$ cat config.mk
export PLATFORM = sky130hd
export DESIGN_NAME = lvtx_serializer
export DESIGN_NICKNAME = d
export VERILOG_FILES = /design/src/core/lvtx_pkg.sv /design/src/core/lvtx_fifo.sv /design/src/core/lvtx_serializer.sv
export VERILOG_INCLUDE_DIRS = /design/src /design/src/core
export SDC_FILE = /design/constraint.sdc
export NUM_CORES = 1
export LEC_CHECK = 0
export ABC_AREA = 1
export ABC_CLOCK_PERIOD_IN_PS = 4000
export BUFFER_PORTS_ARGS = -buffer_cell sky130_fd_sc_hd__buf_2
export CAP_MARGIN = 20
export CORE_MARGIN = 2
export CORE_UTILIZATION = 65
export DETAILED_ROUTE_END_ITERATION = 16
export GPL_ROUTABILITY_DRIVEN = 0
export PLACE_DENSITY = 0.83
export SLEW_MARGIN = 0
export SYNTH_ARGS = -nofsm -noshare
export SYNTH_HDL_FRONTEND = slang
export SYNTH_SLANG_ARGS = --single-unit
export TNS_END_PERCENT = 50
$ cat constraint.sdc
create_clock -name sys_clk -period 4 [get_ports sys_clk]
set_clock_uncertainty 0.2 [all_clocks]
set_input_delay 0.2 -clock sys_clk [delete_from_list [all_inputs] [get_ports sys_clk]]
set_output_delay 0.2 -clock sys_clk [all_outputs]
set_load 0.005 [all_outputs]
$ cat src/core/lvtx_params.svh
// Constants of the soft serial transmitter: codes, timings and reset values.
//
// Summary of operation
// - Each word leaves most significant bit first.
// - No data until lock asserted and stable.
// - PLL acquires lock after reset, then operates.
// - Static swing setting, 0/1/2, default 2.
// - Internal PLL option serves this instance only.
// - External option takes clocks from input ports.
`ifndef LVTX_PARAMS_SVH
`define LVTX_PARAMS_SVH

// Output swing encodings.
`define LVTX_SWING_LOW     2'h0
`define LVTX_SWING_MEDIUM  2'h1
`define LVTX_SWING_HIGH    2'h2

// System clock period and the least PLL reset pulse, in nanoseconds.
`define LVTX_CLK_PERIOD_NS 100
`define LVTX_PLL_RST_NS    10

// Least reset pulse in cycles, rounded up, never below one.
`define LVTX_PLL_RST_CYC \
   (((`LVTX_PLL_RST_NS + `LVTX_CLK_PERIOD_NS - 1) / `LVTX_CLK_PERIOD_NS) \
    < 1 ? 1 : \
    ((`LVTX_PLL_RST_NS + `LVTX_CLK_PERIOD_NS - 1) / `LVTX_CLK_PERIOD_NS))

// Default lock acquisition and lock settle times, in cycles.
`define LVTX_LOCK_ACQ_CYC    64
`define LVTX_LOCK_STABLE_CYC 16

// Serialization factor and FIFO depth defaults.
`define LVTX_FACTOR     8
`define LVTX_FIFO_DEPTH 16

// Serial line level while idle or not ready.
`define LVTX_IDLE_LEVEL 1'h0

`endif

$ cat src/core/lvtx_pkg.sv
// Types shared by the soft serial transmitter files.
package lvtx_pkg;

   // Start-up sequencer states.
   typedef enum logic [1:0] {
      LVTX_ST_RESET,
      LVTX_ST_ACQUIRE,
      LVTX_ST_SETTLE,
      LVTX_ST_RUN
   } lvtx_state_t;

   // Status seen by the fabric logic.
   typedef struct packed {
      logic pll_locked;   // Lock indication currently high.
      logic ser_ready;    // Lock was stable; serial stages run.
   } lvtx_status_t;

endpackage

$ cat src/core/lvtx_fifo.sv
// Parameterised word FIFO standing in front of the serializer.
`timescale 1ns/1ps
module lvtx_fifo #(
   parameter int unsigned WIDTH = 8,
   parameter int unsigned DEPTH = 16
) (
   // Clock and reset.
   input  wire logic             clk,
   input  wire logic             rst_n,
   // Fill side.
   input  wire logic [WIDTH-1:0] wr_data,
   input  wire logic             wr_valid,
   output logic                  wr_ready,
   // Drain side.
   output logic [WIDTH-1:0]      rd_data,
   output logic                  rd_valid,
   input  wire logic             rd_ready
);
   localparam int unsigned AW = (DEPTH > 1) ? $clog2(DEPTH) : 1;

   logic [WIDTH-1:0] mem_q [DEPTH];  // Storage array.
   logic [AW-1:0]    wptr_q, wptr_d; // Write index.
   logic [AW-1:0]    rptr_q, rptr_d; // Read index.
   logic [AW:0]      cnt_q, cnt_d;   // Words held.
   logic             push, pop;

   // Honest flags straight from the fill count.
   assign wr_ready = (cnt_q != (AW+1)'(DEPTH));
   assign rd_valid = (cnt_q != '0);
   assign rd_data  = mem_q[rptr_q];
   assign push     = wr_valid && wr_ready;
   assign pop      = rd_valid && rd_ready;

   // Pointer and count next values; indices wrap at DEPTH.
   always_comb begin
      wptr_d = wptr_q;
      rptr_d = rptr_q;
      if (push) begin
         wptr_d = (wptr_q == AW'(DEPTH-1)) ? '0 : wptr_q + 1'b1;
      end
      if (pop) begin
         rptr_d = (rptr_q == AW'(DEPTH-1)) ? '0 : rptr_q + 1'b1;
      end
      cnt_d = cnt_q + (AW+1)'(push) - (AW+1)'(pop);
   end

   // Pointer registers.
   always_ff @(posedge clk or negedge rst_n) begin
      if (!rst_n) begin
         wptr_q <= '0;
         rptr_q <= '0;
         cnt_q  <= '0;
      end else begin
         wptr_q <= wptr_d;
         rptr_q <= rptr_d;
         cnt_q  <= cnt_d;
      end
   end

   // Storage has no reset; only written words are ever read.
   always_ff @(posedge clk) begin
      if (push) begin
         mem_q[wptr_q] <= wr_data;
      end
   end
endmodule

$ cat src/core/lvtx_serializer.sv
// Soft serial transmitter: start-up sequencer, FIFO and MSB-first shifter.
`timescale 1ns/1ps
`include "lvtx_params.svh"
module lvtx_serializer #(
   parameter int unsigned FACTOR          = `LVTX_FACTOR,
   parameter int unsigned FIFO_DEPTH      = `LVTX_FIFO_DEPTH,
   parameter bit          USE_EXT_PLL     = 1'b0,
   parameter logic [1:0]  SWING           = `LVTX_SWING_HIGH,
   parameter int unsigned LOCK_ACQ_CYC    = `LVTX_LOCK_ACQ_CYC,
   parameter int unsigned LOCK_STABLE_CYC = `LVTX_LOCK_STABLE_CYC
) (
   // System clock and reset.
   input  wire logic              sys_clk,
   input  wire logic              rst_n,
   // Parallel words from the fabric.
   input  wire logic [FACTOR-1:0] in_data,
   input  wire logic              in_valid,
   output logic                   in_ready,
   // External PLL clocks and lock, used only with USE_EXT_PLL; the PLL reset drives out in both modes.
   input  wire logic              ext_bit_clk,
   input  wire logic              ext_word_clk,
   input  wire logic              ext_pll_locked,
   output logic                   pll_areset,
   // Serial differential output and its static swing code.
   output logic                   tx_out_p,
   output logic                   tx_out_n,
   output logic [1:0]             output_swing_setting,
   // Status.
   output lvtx_pkg::lvtx_status_t status
);
   import lvtx_pkg::*;

   localparam int unsigned CW = $clog2(FACTOR + 1);
   localparam logic [15:0] RST_CYC = 16'(`LVTX_PLL_RST_CYC);
   localparam logic [15:0] ACQ_CYC = 16'(LOCK_ACQ_CYC);
   localparam logic [15:0] STB_CYC = 16'(LOCK_STABLE_CYC);

   // The swing is a build-time choice; nothing at run time alters it.
   assign output_swing_setting = SWING;

   // Reset synchroniser: asserts at once, releases after two edges.
   logic rst_s1_q, rst_s2_q;
   always_ff @(posedge sys_clk or negedge rst_n) begin
      if (!rst_n) begin
         rst_s1_q <= 1'b0;
         rst_s2_q <= 1'b0;
      end else begin
         rst_s1_q <= 1'b1;
         rst_s2_q <= rst_s1_q;
      end
   end
   logic rst_int_n;
   assign rst_int_n = rst_s2_q;

   // External pins pass two flops; a third flop serves edge detection
   // so that nothing reads the first stage. The external clocks must be
   // well below half the system rate for their edges to be seen.
   logic [2:0] ext_s1_q, ext_s2_q, ext_s3_q; // {lock, word, bit}
   always_ff @(posedge sys_clk or negedge rst_int_n) begin
      if (!rst_int_n) begin
         ext_s1_q <= '0;
         ext_s2_q <= '0;
         ext_s3_q <= '0;
      end else begin
         ext_s1_q <= {ext_pll_locked, ext_word_clk, ext_bit_clk};
         ext_s2_q <= ext_s1_q;
         ext_s3_q <= ext_s2_q;
      end
   end
   logic ext_bit_rise, ext_word_rise, ext_lock;
   assign ext_bit_rise  = ext_s2_q[0] && !ext_s3_q[0];
   assign ext_word_rise = ext_s2_q[1] && !ext_s3_q[1];
   assign ext_lock      = ext_s2_q[2];

   // Start-up sequencer state.
   lvtx_state_t st_q, st_d;           // Sequencer state.
   logic [15:0] cnt_q, cnt_d;         // Reset pulse and settle counter.
   logic [15:0] acq_q, acq_d;         // Internal PLL acquisition timer.
   logic        areset_q, areset_d;   // PLL reset drive.
   logic        lock_w;               // Selected lock indication.
   logic        int_lock;             // Internal PLL model lock.

   // The internal PLL belongs to this instance alone; its lock is a
   // timer that starts once the reset pulse ends.
   assign int_lock = (acq_q == ACQ_CYC);
   assign lock_w   = USE_EXT_PLL ? ext_lock : int_lock;

   // Sequencer next values.
   always_comb begin
      st_d     = st_q;
      cnt_d    = cnt_q;
      acq_d    = acq_q;
      areset_d = 1'b0;
      // The acquisition timer runs while the PLL is out of reset.
      if (st_q != LVTX_ST_RESET && acq_q != ACQ_CYC) begin
         acq_d = acq_q + 16'h0001;
      end
      case (st_q)
         LVTX_ST_RESET: begin
            // Hold the PLL reset for the rounded-up least pulse.
            areset_d = 1'b1;
            if (cnt_q >= RST_CYC - 16'h0001) begin
               areset_d = 1'b0;
               st_d     = LVTX_ST_ACQUIRE;
               cnt_d    = '0;
               acq_d    = '0;
            end else begin
               cnt_d = cnt_q + 16'h0001;
            end
         end
         LVTX_ST_ACQUIRE: begin
            // Wait for the lock indication to rise.
            cnt_d = '0;
            if (lock_w) begin
               st_d = LVTX_ST_SETTLE;
            end
         end
         LVTX_ST_SETTLE: begin
            // Lock must hold unbroken before any data moves.
            if (!lock_w) begin
               st_d  = LVTX_ST_ACQUIRE;
               cnt_d = '0;
            end else if (cnt_q >= STB_CYC - 16'h0001) begin
               st_d = LVTX_ST_RUN;
            end else begin
               cnt_d = cnt_q + 16'h0001;
            end
         end
         LVTX_ST_RUN: begin
            // Losing lock stops the line and restarts the wait.
            if (!lock_w) begin
               st_d  = LVTX_ST_ACQUIRE;
               cnt_d = '0;
            end
         end
         default: begin
            st_d  = LVTX_ST_RESET;
            cnt_d = '0;
         end
      endcase
   end

   // Sequencer registers; the PLL reset is high throughout reset.
   always_ff @(posedge sys_clk or negedge rst_int_n) begin
      if (!rst_int_n) begin
         st_q     <= LVTX_ST_RESET;
         cnt_q    <= '0;
         acq_q    <= '0;
         areset_q <= 1'b1;
      end else begin
         st_q     <= st_d;
         cnt_q    <= cnt_d;
         acq_q    <= acq_d;
         areset_q <= areset_d;
      end
   end

   assign pll_areset        = areset_q;
   assign status.pll_locked = lock_w;
   assign status.ser_ready  = (st_q == LVTX_ST_RUN);

   // Word FIFO; the fabric stalls through in_ready when it is full.
   logic [FACTOR-1:0] fifo_data;
   logic              fifo_valid;
   logic              fifo_pop;
   lvtx_fifo #(
      .WIDTH (FACTOR),
      .DEPTH (FIFO_DEPTH)
   ) u_fifo (
      .clk      (sys_clk),
      .rst_n    (rst_int_n),
      .wr_data  (in_data),
      .wr_valid (in_valid),
      .wr_ready (in_ready),
      .rd_data  (fifo_data),
      .rd_valid (fifo_valid),
      .rd_ready (fifo_pop)
   );

   // Shifter state.
   logic [FACTOR-1:0] sh_q, sh_d;     // Bits still to send, MSB aligned.
   logic [CW-1:0]     bits_q, bits_d; // Bits left in the current word.
   logic              wpend_q, wpend_d; // Word edge seen, load pending.
   logic              tx_q, tx_d;     // Serial line level.
   logic              bit_tick, load_req, running;
   logic [FACTOR-1:0] word;

   // Internally the bit clock is the system clock itself; externally it
   // is each synchronised rising edge of the bit clock pin.
   assign bit_tick = USE_EXT_PLL ? ext_bit_rise : 1'b1;
   // A word loads when the word clock says so: internally when the last
   // bit has gone, externally at the first bit tick after its edge.
   assign load_req = USE_EXT_PLL ? (wpend_q || ext_word_rise)
                                 : (bits_q == '0);
   assign running  = (st_q == LVTX_ST_RUN);
   // With no word waiting, an idle word of zeros goes out instead.
   assign word     = fifo_valid ? fifo_data : '0;
   assign fifo_pop = running && bit_tick && load_req && fifo_valid;

   // Shifter next values.
   always_comb begin
      sh_d    = sh_q;
      bits_d  = bits_q;
      tx_d    = tx_q;
      wpend_d = wpend_q || ext_word_rise;
      if (!running) begin
         // Nothing leaves the block until the sequencer is in RUN.
         sh_d    = '0;
         bits_d  = '0;
         tx_d    = `LVTX_IDLE_LEVEL;
         wpend_d = 1'b0;
      end else if (bit_tick) begin
         if (load_req) begin
            // The first bit on the line is the word's MSB.
            tx_d    = word[FACTOR-1];
            sh_d    = word << 1;
            bits_d  = CW'(FACTOR - 1);
            wpend_d = 1'b0;
         end else if (bits_q != '0) begin
            // One bit per bit clock, MSB side first.
            tx_d   = sh_q[FACTOR-1];
            sh_d   = sh_q << 1;
            bits_d = bits_q - 1'b1;
         end else begin
            // Word exhausted before the next word edge: hold idle.
            tx_d = `LVTX_IDLE_LEVEL;
         end
      end
   end

   // Shifter registers.
   always_ff @(posedge sys_clk or negedge rst_int_n) begin
      if (!rst_int_n) begin
         sh_q    <= '0;
         bits_q  <= '0;
         wpend_q <= 1'b0;
         tx_q    <= `LVTX_IDLE_LEVEL;
      end else begin
         sh_q    <= sh_d;
         bits_q  <= bits_d;
         wpend_q <= wpend_d;
         tx_q    <= tx_d;
      end
   end

   // The negative leg is the registered complement of the positive one.
   assign tx_out_p = tx_q;
   assign tx_out_n = ~tx_q;
endmodule

# == Word level (Yosys, flattened, before mapping) ==
# Memories as Yosys holds them, arrays and structs flattened.
# Index checks and enable logic that the tools add are counted.
# op_classes
add_sub_neg,7
n_lt_le_gt_ge,2
eq_ne,14
n_mux,30
n_bitwise,1
reduce_logical,12
# ops
operator,n
two-way mux 16 bit,7
one-hot mux 16 bit (4 select lines),1
adder 16 x 1 -> 16 bit (second input constant),2
two-way mux 8 bit,4
two-way mux 4 bit,5
equality test 16 x 7 -> 1 bit (second input constant),1
>= comparator 16 x 1 -> 1 bit (second input constant),1
>= comparator 16 x 4 -> 1 bit (second input constant),1
inequality test 16 x 7 -> 1 bit (second input constant),1
two-way mux 2 bit,5
adder 4 x 1 -> 4 bit (second input constant),2
equality test 4 bit (second input constant),2
one-hot mux 2 bit (4 select lines),1
two-way mux 1 bit,7
inequality test 2 bit (second input constant),3
inequality test 3 bit (second input constant),2
adder 5 x 1 -> 5 bit,1
logical AND 1 bit,5
inequality test 5 bit (second input constant),1
nonzero test 5 bit,1
subtractor 5 x 1 -> 5 bit,1
equality test 2 bit (second input constant),2
zero test 4 bit,1
AND reduction 4 bit,1
8 further kinds,8
# word_totals
regBits,63
ramBits,128
input_bits,14
out_inout_bits,8
elab_cells,79
mem_count,1
# memory_table
memory,depth,width,read_ports,rd_ports_with_merged_regs,write_ports,line_no,rtl
u_fifo.mem_q,16,8,1,0,1,lvtx_fifo.sv:21,logic [WIDTH-1:0] mem_q [DEPTH];

# == Logic depth before layout (Yosys ltp) ==
# depth
ltp_word,5
ltp_mapped,15
ltp_nobuf,14

# == By module ==
# From an unflattened synthesis, not the netlist that was laid out.
# unflattened
hier_cells,942
hier_area_um2,8884.8
# by_module_without_submodules
mod,instances,cells_each,area_each_um2,seq_area_each_um2
lvtx_fifo,1,657,6412.4,4169.0
lvtx_serializer,1,285,2472.4,1227.4

# == Least setup slack after synthesis ==
# Ideal clock, no wire load.
# synth_timing
path_type,flip-flop to flip-flop
start,register st_q[0]
end,register u_fifo.cnt_q[4]
setup_ps,128
arrival_ps,2441
setup_slack_ps,1231
stages_incl_launch_ff,14
synth_period_minus_slack_ps,2769
path_cell_list,dfrtp_1 ha_1 buf_2 nand3_1 inv_1 buf_2 ha_1 inv_1 ha_1 inv_1 fa_1 o21ai_0 a21oi_1 xor2_1
# synth_via
elab_chain_cells,5
# synth_rtl
element,line_no,rtl
from (decl),lvtx_serializer.sv:76,"lvtx_state_t st_q, st_d;"
from (signal assigned),lvtx_serializer.sv:151,st_q <= st_d;
equality test 2 bit,lvtx_serializer.sv:195,assign running = (st_q == LVTX_ST_RUN);
named net running,lvtx_serializer.sv:185,"logic bit_tick, load_req, running;"
logical AND 1 bit (2 in series),lvtx_serializer.sv:198,assign fifo_pop = running && bit_tick && load_req && fifo_valid;
logical AND 1 bit,lvtx_fifo.sv:32,assign pop = rd_valid && rd_ready;
named net u_fifo.pop,lvtx_fifo.sv:25,"logic push, pop;"
subtractor 5 x 1 -> 5 bit,lvtx_fifo.sv:44,cnt_d = cnt_q + (AW+1)'(push) - (AW+1)'(pop);
named net u_fifo.cnt_d[4],lvtx_fifo.sv:24,"logic [AW:0] cnt_q, cnt_d;"
to (signal assigned),lvtx_fifo.sv:56,cnt_q <= cnt_d;
to (decl),lvtx_fifo.sv:24,
# The timed path passes the listed nets, and every way through them passes these cells.
# A chain may end at the register's enable or synchronous reset.

# == Worst setup path after layout ==
# layout_timing
start,register st_q[0]
end,register u_fifo.cnt_q[4]
# layout_via
elab_chain_cells,5
# layout_rtl
element,line_no
equality test 2 bit,lvtx_serializer.sv:195
logical AND 1 bit (2 in series),lvtx_serializer.sv:198
logical AND 1 bit,lvtx_fifo.sv:32
subtractor 5 x 1 -> 5 bit,lvtx_fifo.sv:44
named net u_fifo.cnt_d[4],lvtx_fifo.sv:24
# The timed path passes the listed nets, and every way through them passes these cells.

==> results by group <==
Status
  • Outcome: finished, final reports clean

Yosys
  • Distinct cells, synth: 41
  • Avg Cell Area, Syn: 10.5 um^2
  • Post-synth top area share: 45.6%
  • Seq cells post-synth: 190
  • Synth area leader: edfxtp_1
  • Sequential share of the synthesized area: 64.1%
  • Synthesized area: 0.00842 mm^2
  • Yosys warning count: 0
  • Gate count of the mapped netlist: 801
  • Top post-synthesis cells by area: edfxtp_1 46%, dfrtp_1 18%, nand3_1 6.6%

Worst setup path
  • Slowest CP cell: ha_1
  • Crit path DAT: 3.33 ns
  • CP Cell Sequence: ha_1 -> nand3_1 -> inv_1 -> ha_1 -> inv_1 -> ha_1 -> inv_1 -> fa_1 -> o21ai_0 -> a21oi_1 -> xor2_1
  • CP Class: reg -> reg
  • Worst endpoint required time: 4.11 ns
  • Critical path launch point type: register
  • Largest stage delay, worst path: 0.45 ns
  • R2r setup slk: 0.78 ns
  • CP Max Fanout: 13
  • Critical path endpoint category: register

Final layout
  • Share of cells above drive strength 1: 9.23%
  • Layout area overhead: 9.58%
  • FF+latch area: 0.00540 mm^2
  • Number of fill cells: 857
  • N_diodes: 0
  • Area of the multi-input gates: 0.00254 mm^2
  • Post-Layout Cell Count: 1,006
  • NumNets Final: 858
  • Design area: 0.00923 mm^2

Floorplan
  • Full die area: 0.0139 mm^2
  • DIE HEIGHT: 118 um
  • Core Footprint: 0.0126 mm^2
  • Chip width: 118 um
  • Site Rows: 41
  • Starting Density: 66.7%
  • Total I/O pin count: 22

Global route
  • Initial antenna violation count: 0
  • Overflow after GRT: 0
  • Tot GR Track Use: 26.9%
  • Pin count of the biggest net entering global routing: 76
  • Number of global-route vias before repair: 5,865
  • First-pass GRT wire length: 28,800 um

Detailed routing
  • WL/cell: 17.5 um
  • DR pass1 iterations: 5
  • Post-route ant nets: 0
  • Drt drc: 0
  • First DRT Iteration DRCs: 589
  • Vias: 5,866
  • Vias per cell: 5.83
  • WL final: 17,600 um

Clock network
  • Cts repair resizes: 0
  • Clock root buffer: clkbuf_16
  • H-tree depth: 4
  • CTS buffer count: 17
  • # Post-CTS Setup Buffers: 0
  • Worst-case clock buffer depth: 2
  • CTS tree: built
  • Hold-fix buffers, CTS: 10
  • Reg clk slew, reported paths: 0.06 ns
  • Clk Latency, worst-skew pair: 0.44 ns
  • CTS Sinks: 190

Power
  • Total power: 4330 uW
  • VDD IR max: 0.000443 V
  • Leak: 0.00370 uW
  • PD cells: 469 mW/mm^2

STA
  • Fin. max-slew vios: 0
  • Hold_ws: 0.0888 ns
  • Crit share post-route: 80.5%
  • Clock period minus worst slack: 3.22 ns
  • Setup violations, final: 0
  • Unrepaired setup endpoints after global routing: false
  • Final-report hold violation count: 0
  • Setup TNS: 0 ns
  • Rel. slew slack: 44.7%
  • Maximum clock frequency: 0.311 GHz
  • Worst slew pin tran: 0.827 ns

Min path
  • Hold crit path type: reg -> async

Placement
  • PortBufs: 16
  • Hpwl dp: 10,800 um
  • Inst Count DP: 965
  • Cell Area, Placed: 0.00861 mm^2

Flow run
  • Max-capacitance violation count: 0
==> metrics by stage <==
step | setup slack, ns | util [%]
2_1_floorplan | 1.23 | -
3_3_place_gp | 0.997 | 68.2
3_5_place_dp | 0.836 | 68.2
4_1_cts | 0.815 | 73.1
5_1_grt | 0.510 | 73.1
6_report | 0.780 | 73.1
==> cells in the mapped netlist, drive strengths merged <==
master / number
a211oi: 1
a21oi: 34
a221oi: 1
a31oi: 2
buf: 23
clkbuf: 10
clkinv: 3
conb: 2
dfrtp: 61
dfstp: 1
edfxtp: 128
fa: 1
ha: 21
inv: 84
nand2: 148
nand3: 114
nand3b: 1
nand4: 12
nor2: 76
nor3: 7
nor4: 1
o211ai: 1
o21ai: 52
o22ai: 6
o311ai: 1
o31ai: 1
xnor2: 2
xor2: 7
==> worst max-delay path: cells and delay by family, from the launching register on <==
kind            cells  cell delay, ns
fa+ha+maj           4            1.31
buf+inv             3            0.49
flops               1            0.42
compound gates      2            0.28
simple gates        1            0.24
xor+xnor            1            0.15
==> logic make-up after synthesis <==
group	synth area share [%]
fa+ha+maj	3.36
flops	64.1
xor+xnor	0.936
buf+inv	5.88
simple gates	19.1
other cells	0.0892
compound gates	6.54
==> final timing paths <==
path	start	to	depth (start not counted)
worst max-delay path	st_q[0]$_DFFE_PN0P_	u_fifo.cnt_q[4]$_DFF_PN0_	11
worst min-delay path	rst_int_n$_DFF_PN0_	cnt_q[11]$_DFFE_PN0P_	0
worst max register to register	st_q[0]$_DFFE_PN0P_	u_fifo.cnt_q[4]$_DFF_PN0_	11
worst min register to register	rst_int_n$_DFF_PN0_	cnt_q[11]$_DFFE_PN0P_	0
max in group asynchronous	rst_int_n$_DFF_PN0_	pll_areset$_DFF_PN1_	1
min in group sys_clk	rst_s1_q$_DFF_PN0_	rst_int_n$_DFF_PN0_	0
==> layer usage <==
layer	up-vias	track usage [%]	share of wire (%)
met3	46	6.20	6.5
met1	2807	33.2	39
met4	0	11.4	3.1
met2	248	45.8	51
li1	2765	-	-
met5	-	0	0
==> power by group <==
group / switching, uW / total, uW / internal [uW]
clock network: 721 / 1520 / 797
registers: 74.9 / 2360 / 2290
logic: 307 / 446 / 140
total: 1100 / 4330 / 3220
==> state kept, by name (all words and copies together), names as in the netlist <==
| signal | count |
|---|---|
| u_fifo.rptr_q | 4 |
| pll_areset | 1 |
| rst_int_n | 1 |
| u_fifo.wptr_q | 4 |
| st_q | 2 |
| cnt_q | 16 |
| rst_s1_q | 1 |
| u_fifo.cnt_q | 5 |
| u_fifo.mem_q | 128 |
| acq_q | 16 |
| bits_q | 4 |
| sh_q | 7 |
| tx_out_p | 1 |
==> cell type report <==
cell class / instances / share of cell area (%)
Multi-Input combinational cell: 493 / 27.5
Timing Repair Buffer: 33 / 2.52
Clock inverter: 11 / 0.881
Inverter: 87 / 3.54
Clock buffer: 20 / 4.73
Sequential cell: 190 / 58.5
Tap cell: 172 / 2.33
==> cell usage in the layout, fill, tap and decap left out, drive strengths merged, types with 6 or more instances in the layout <==
master,instances
a21oi,34
o21ai,52
o22ai,6
nand2,148
buf,23
inv,89
clkbuf,20
ha,21
nor3,7
dlygate4sd3,10
clkinv,7
nand3,114
nand4,12
xor2,7
dfrtp,61
edfxtp,128
nor2,76
(Power assumes the default switching activity.)
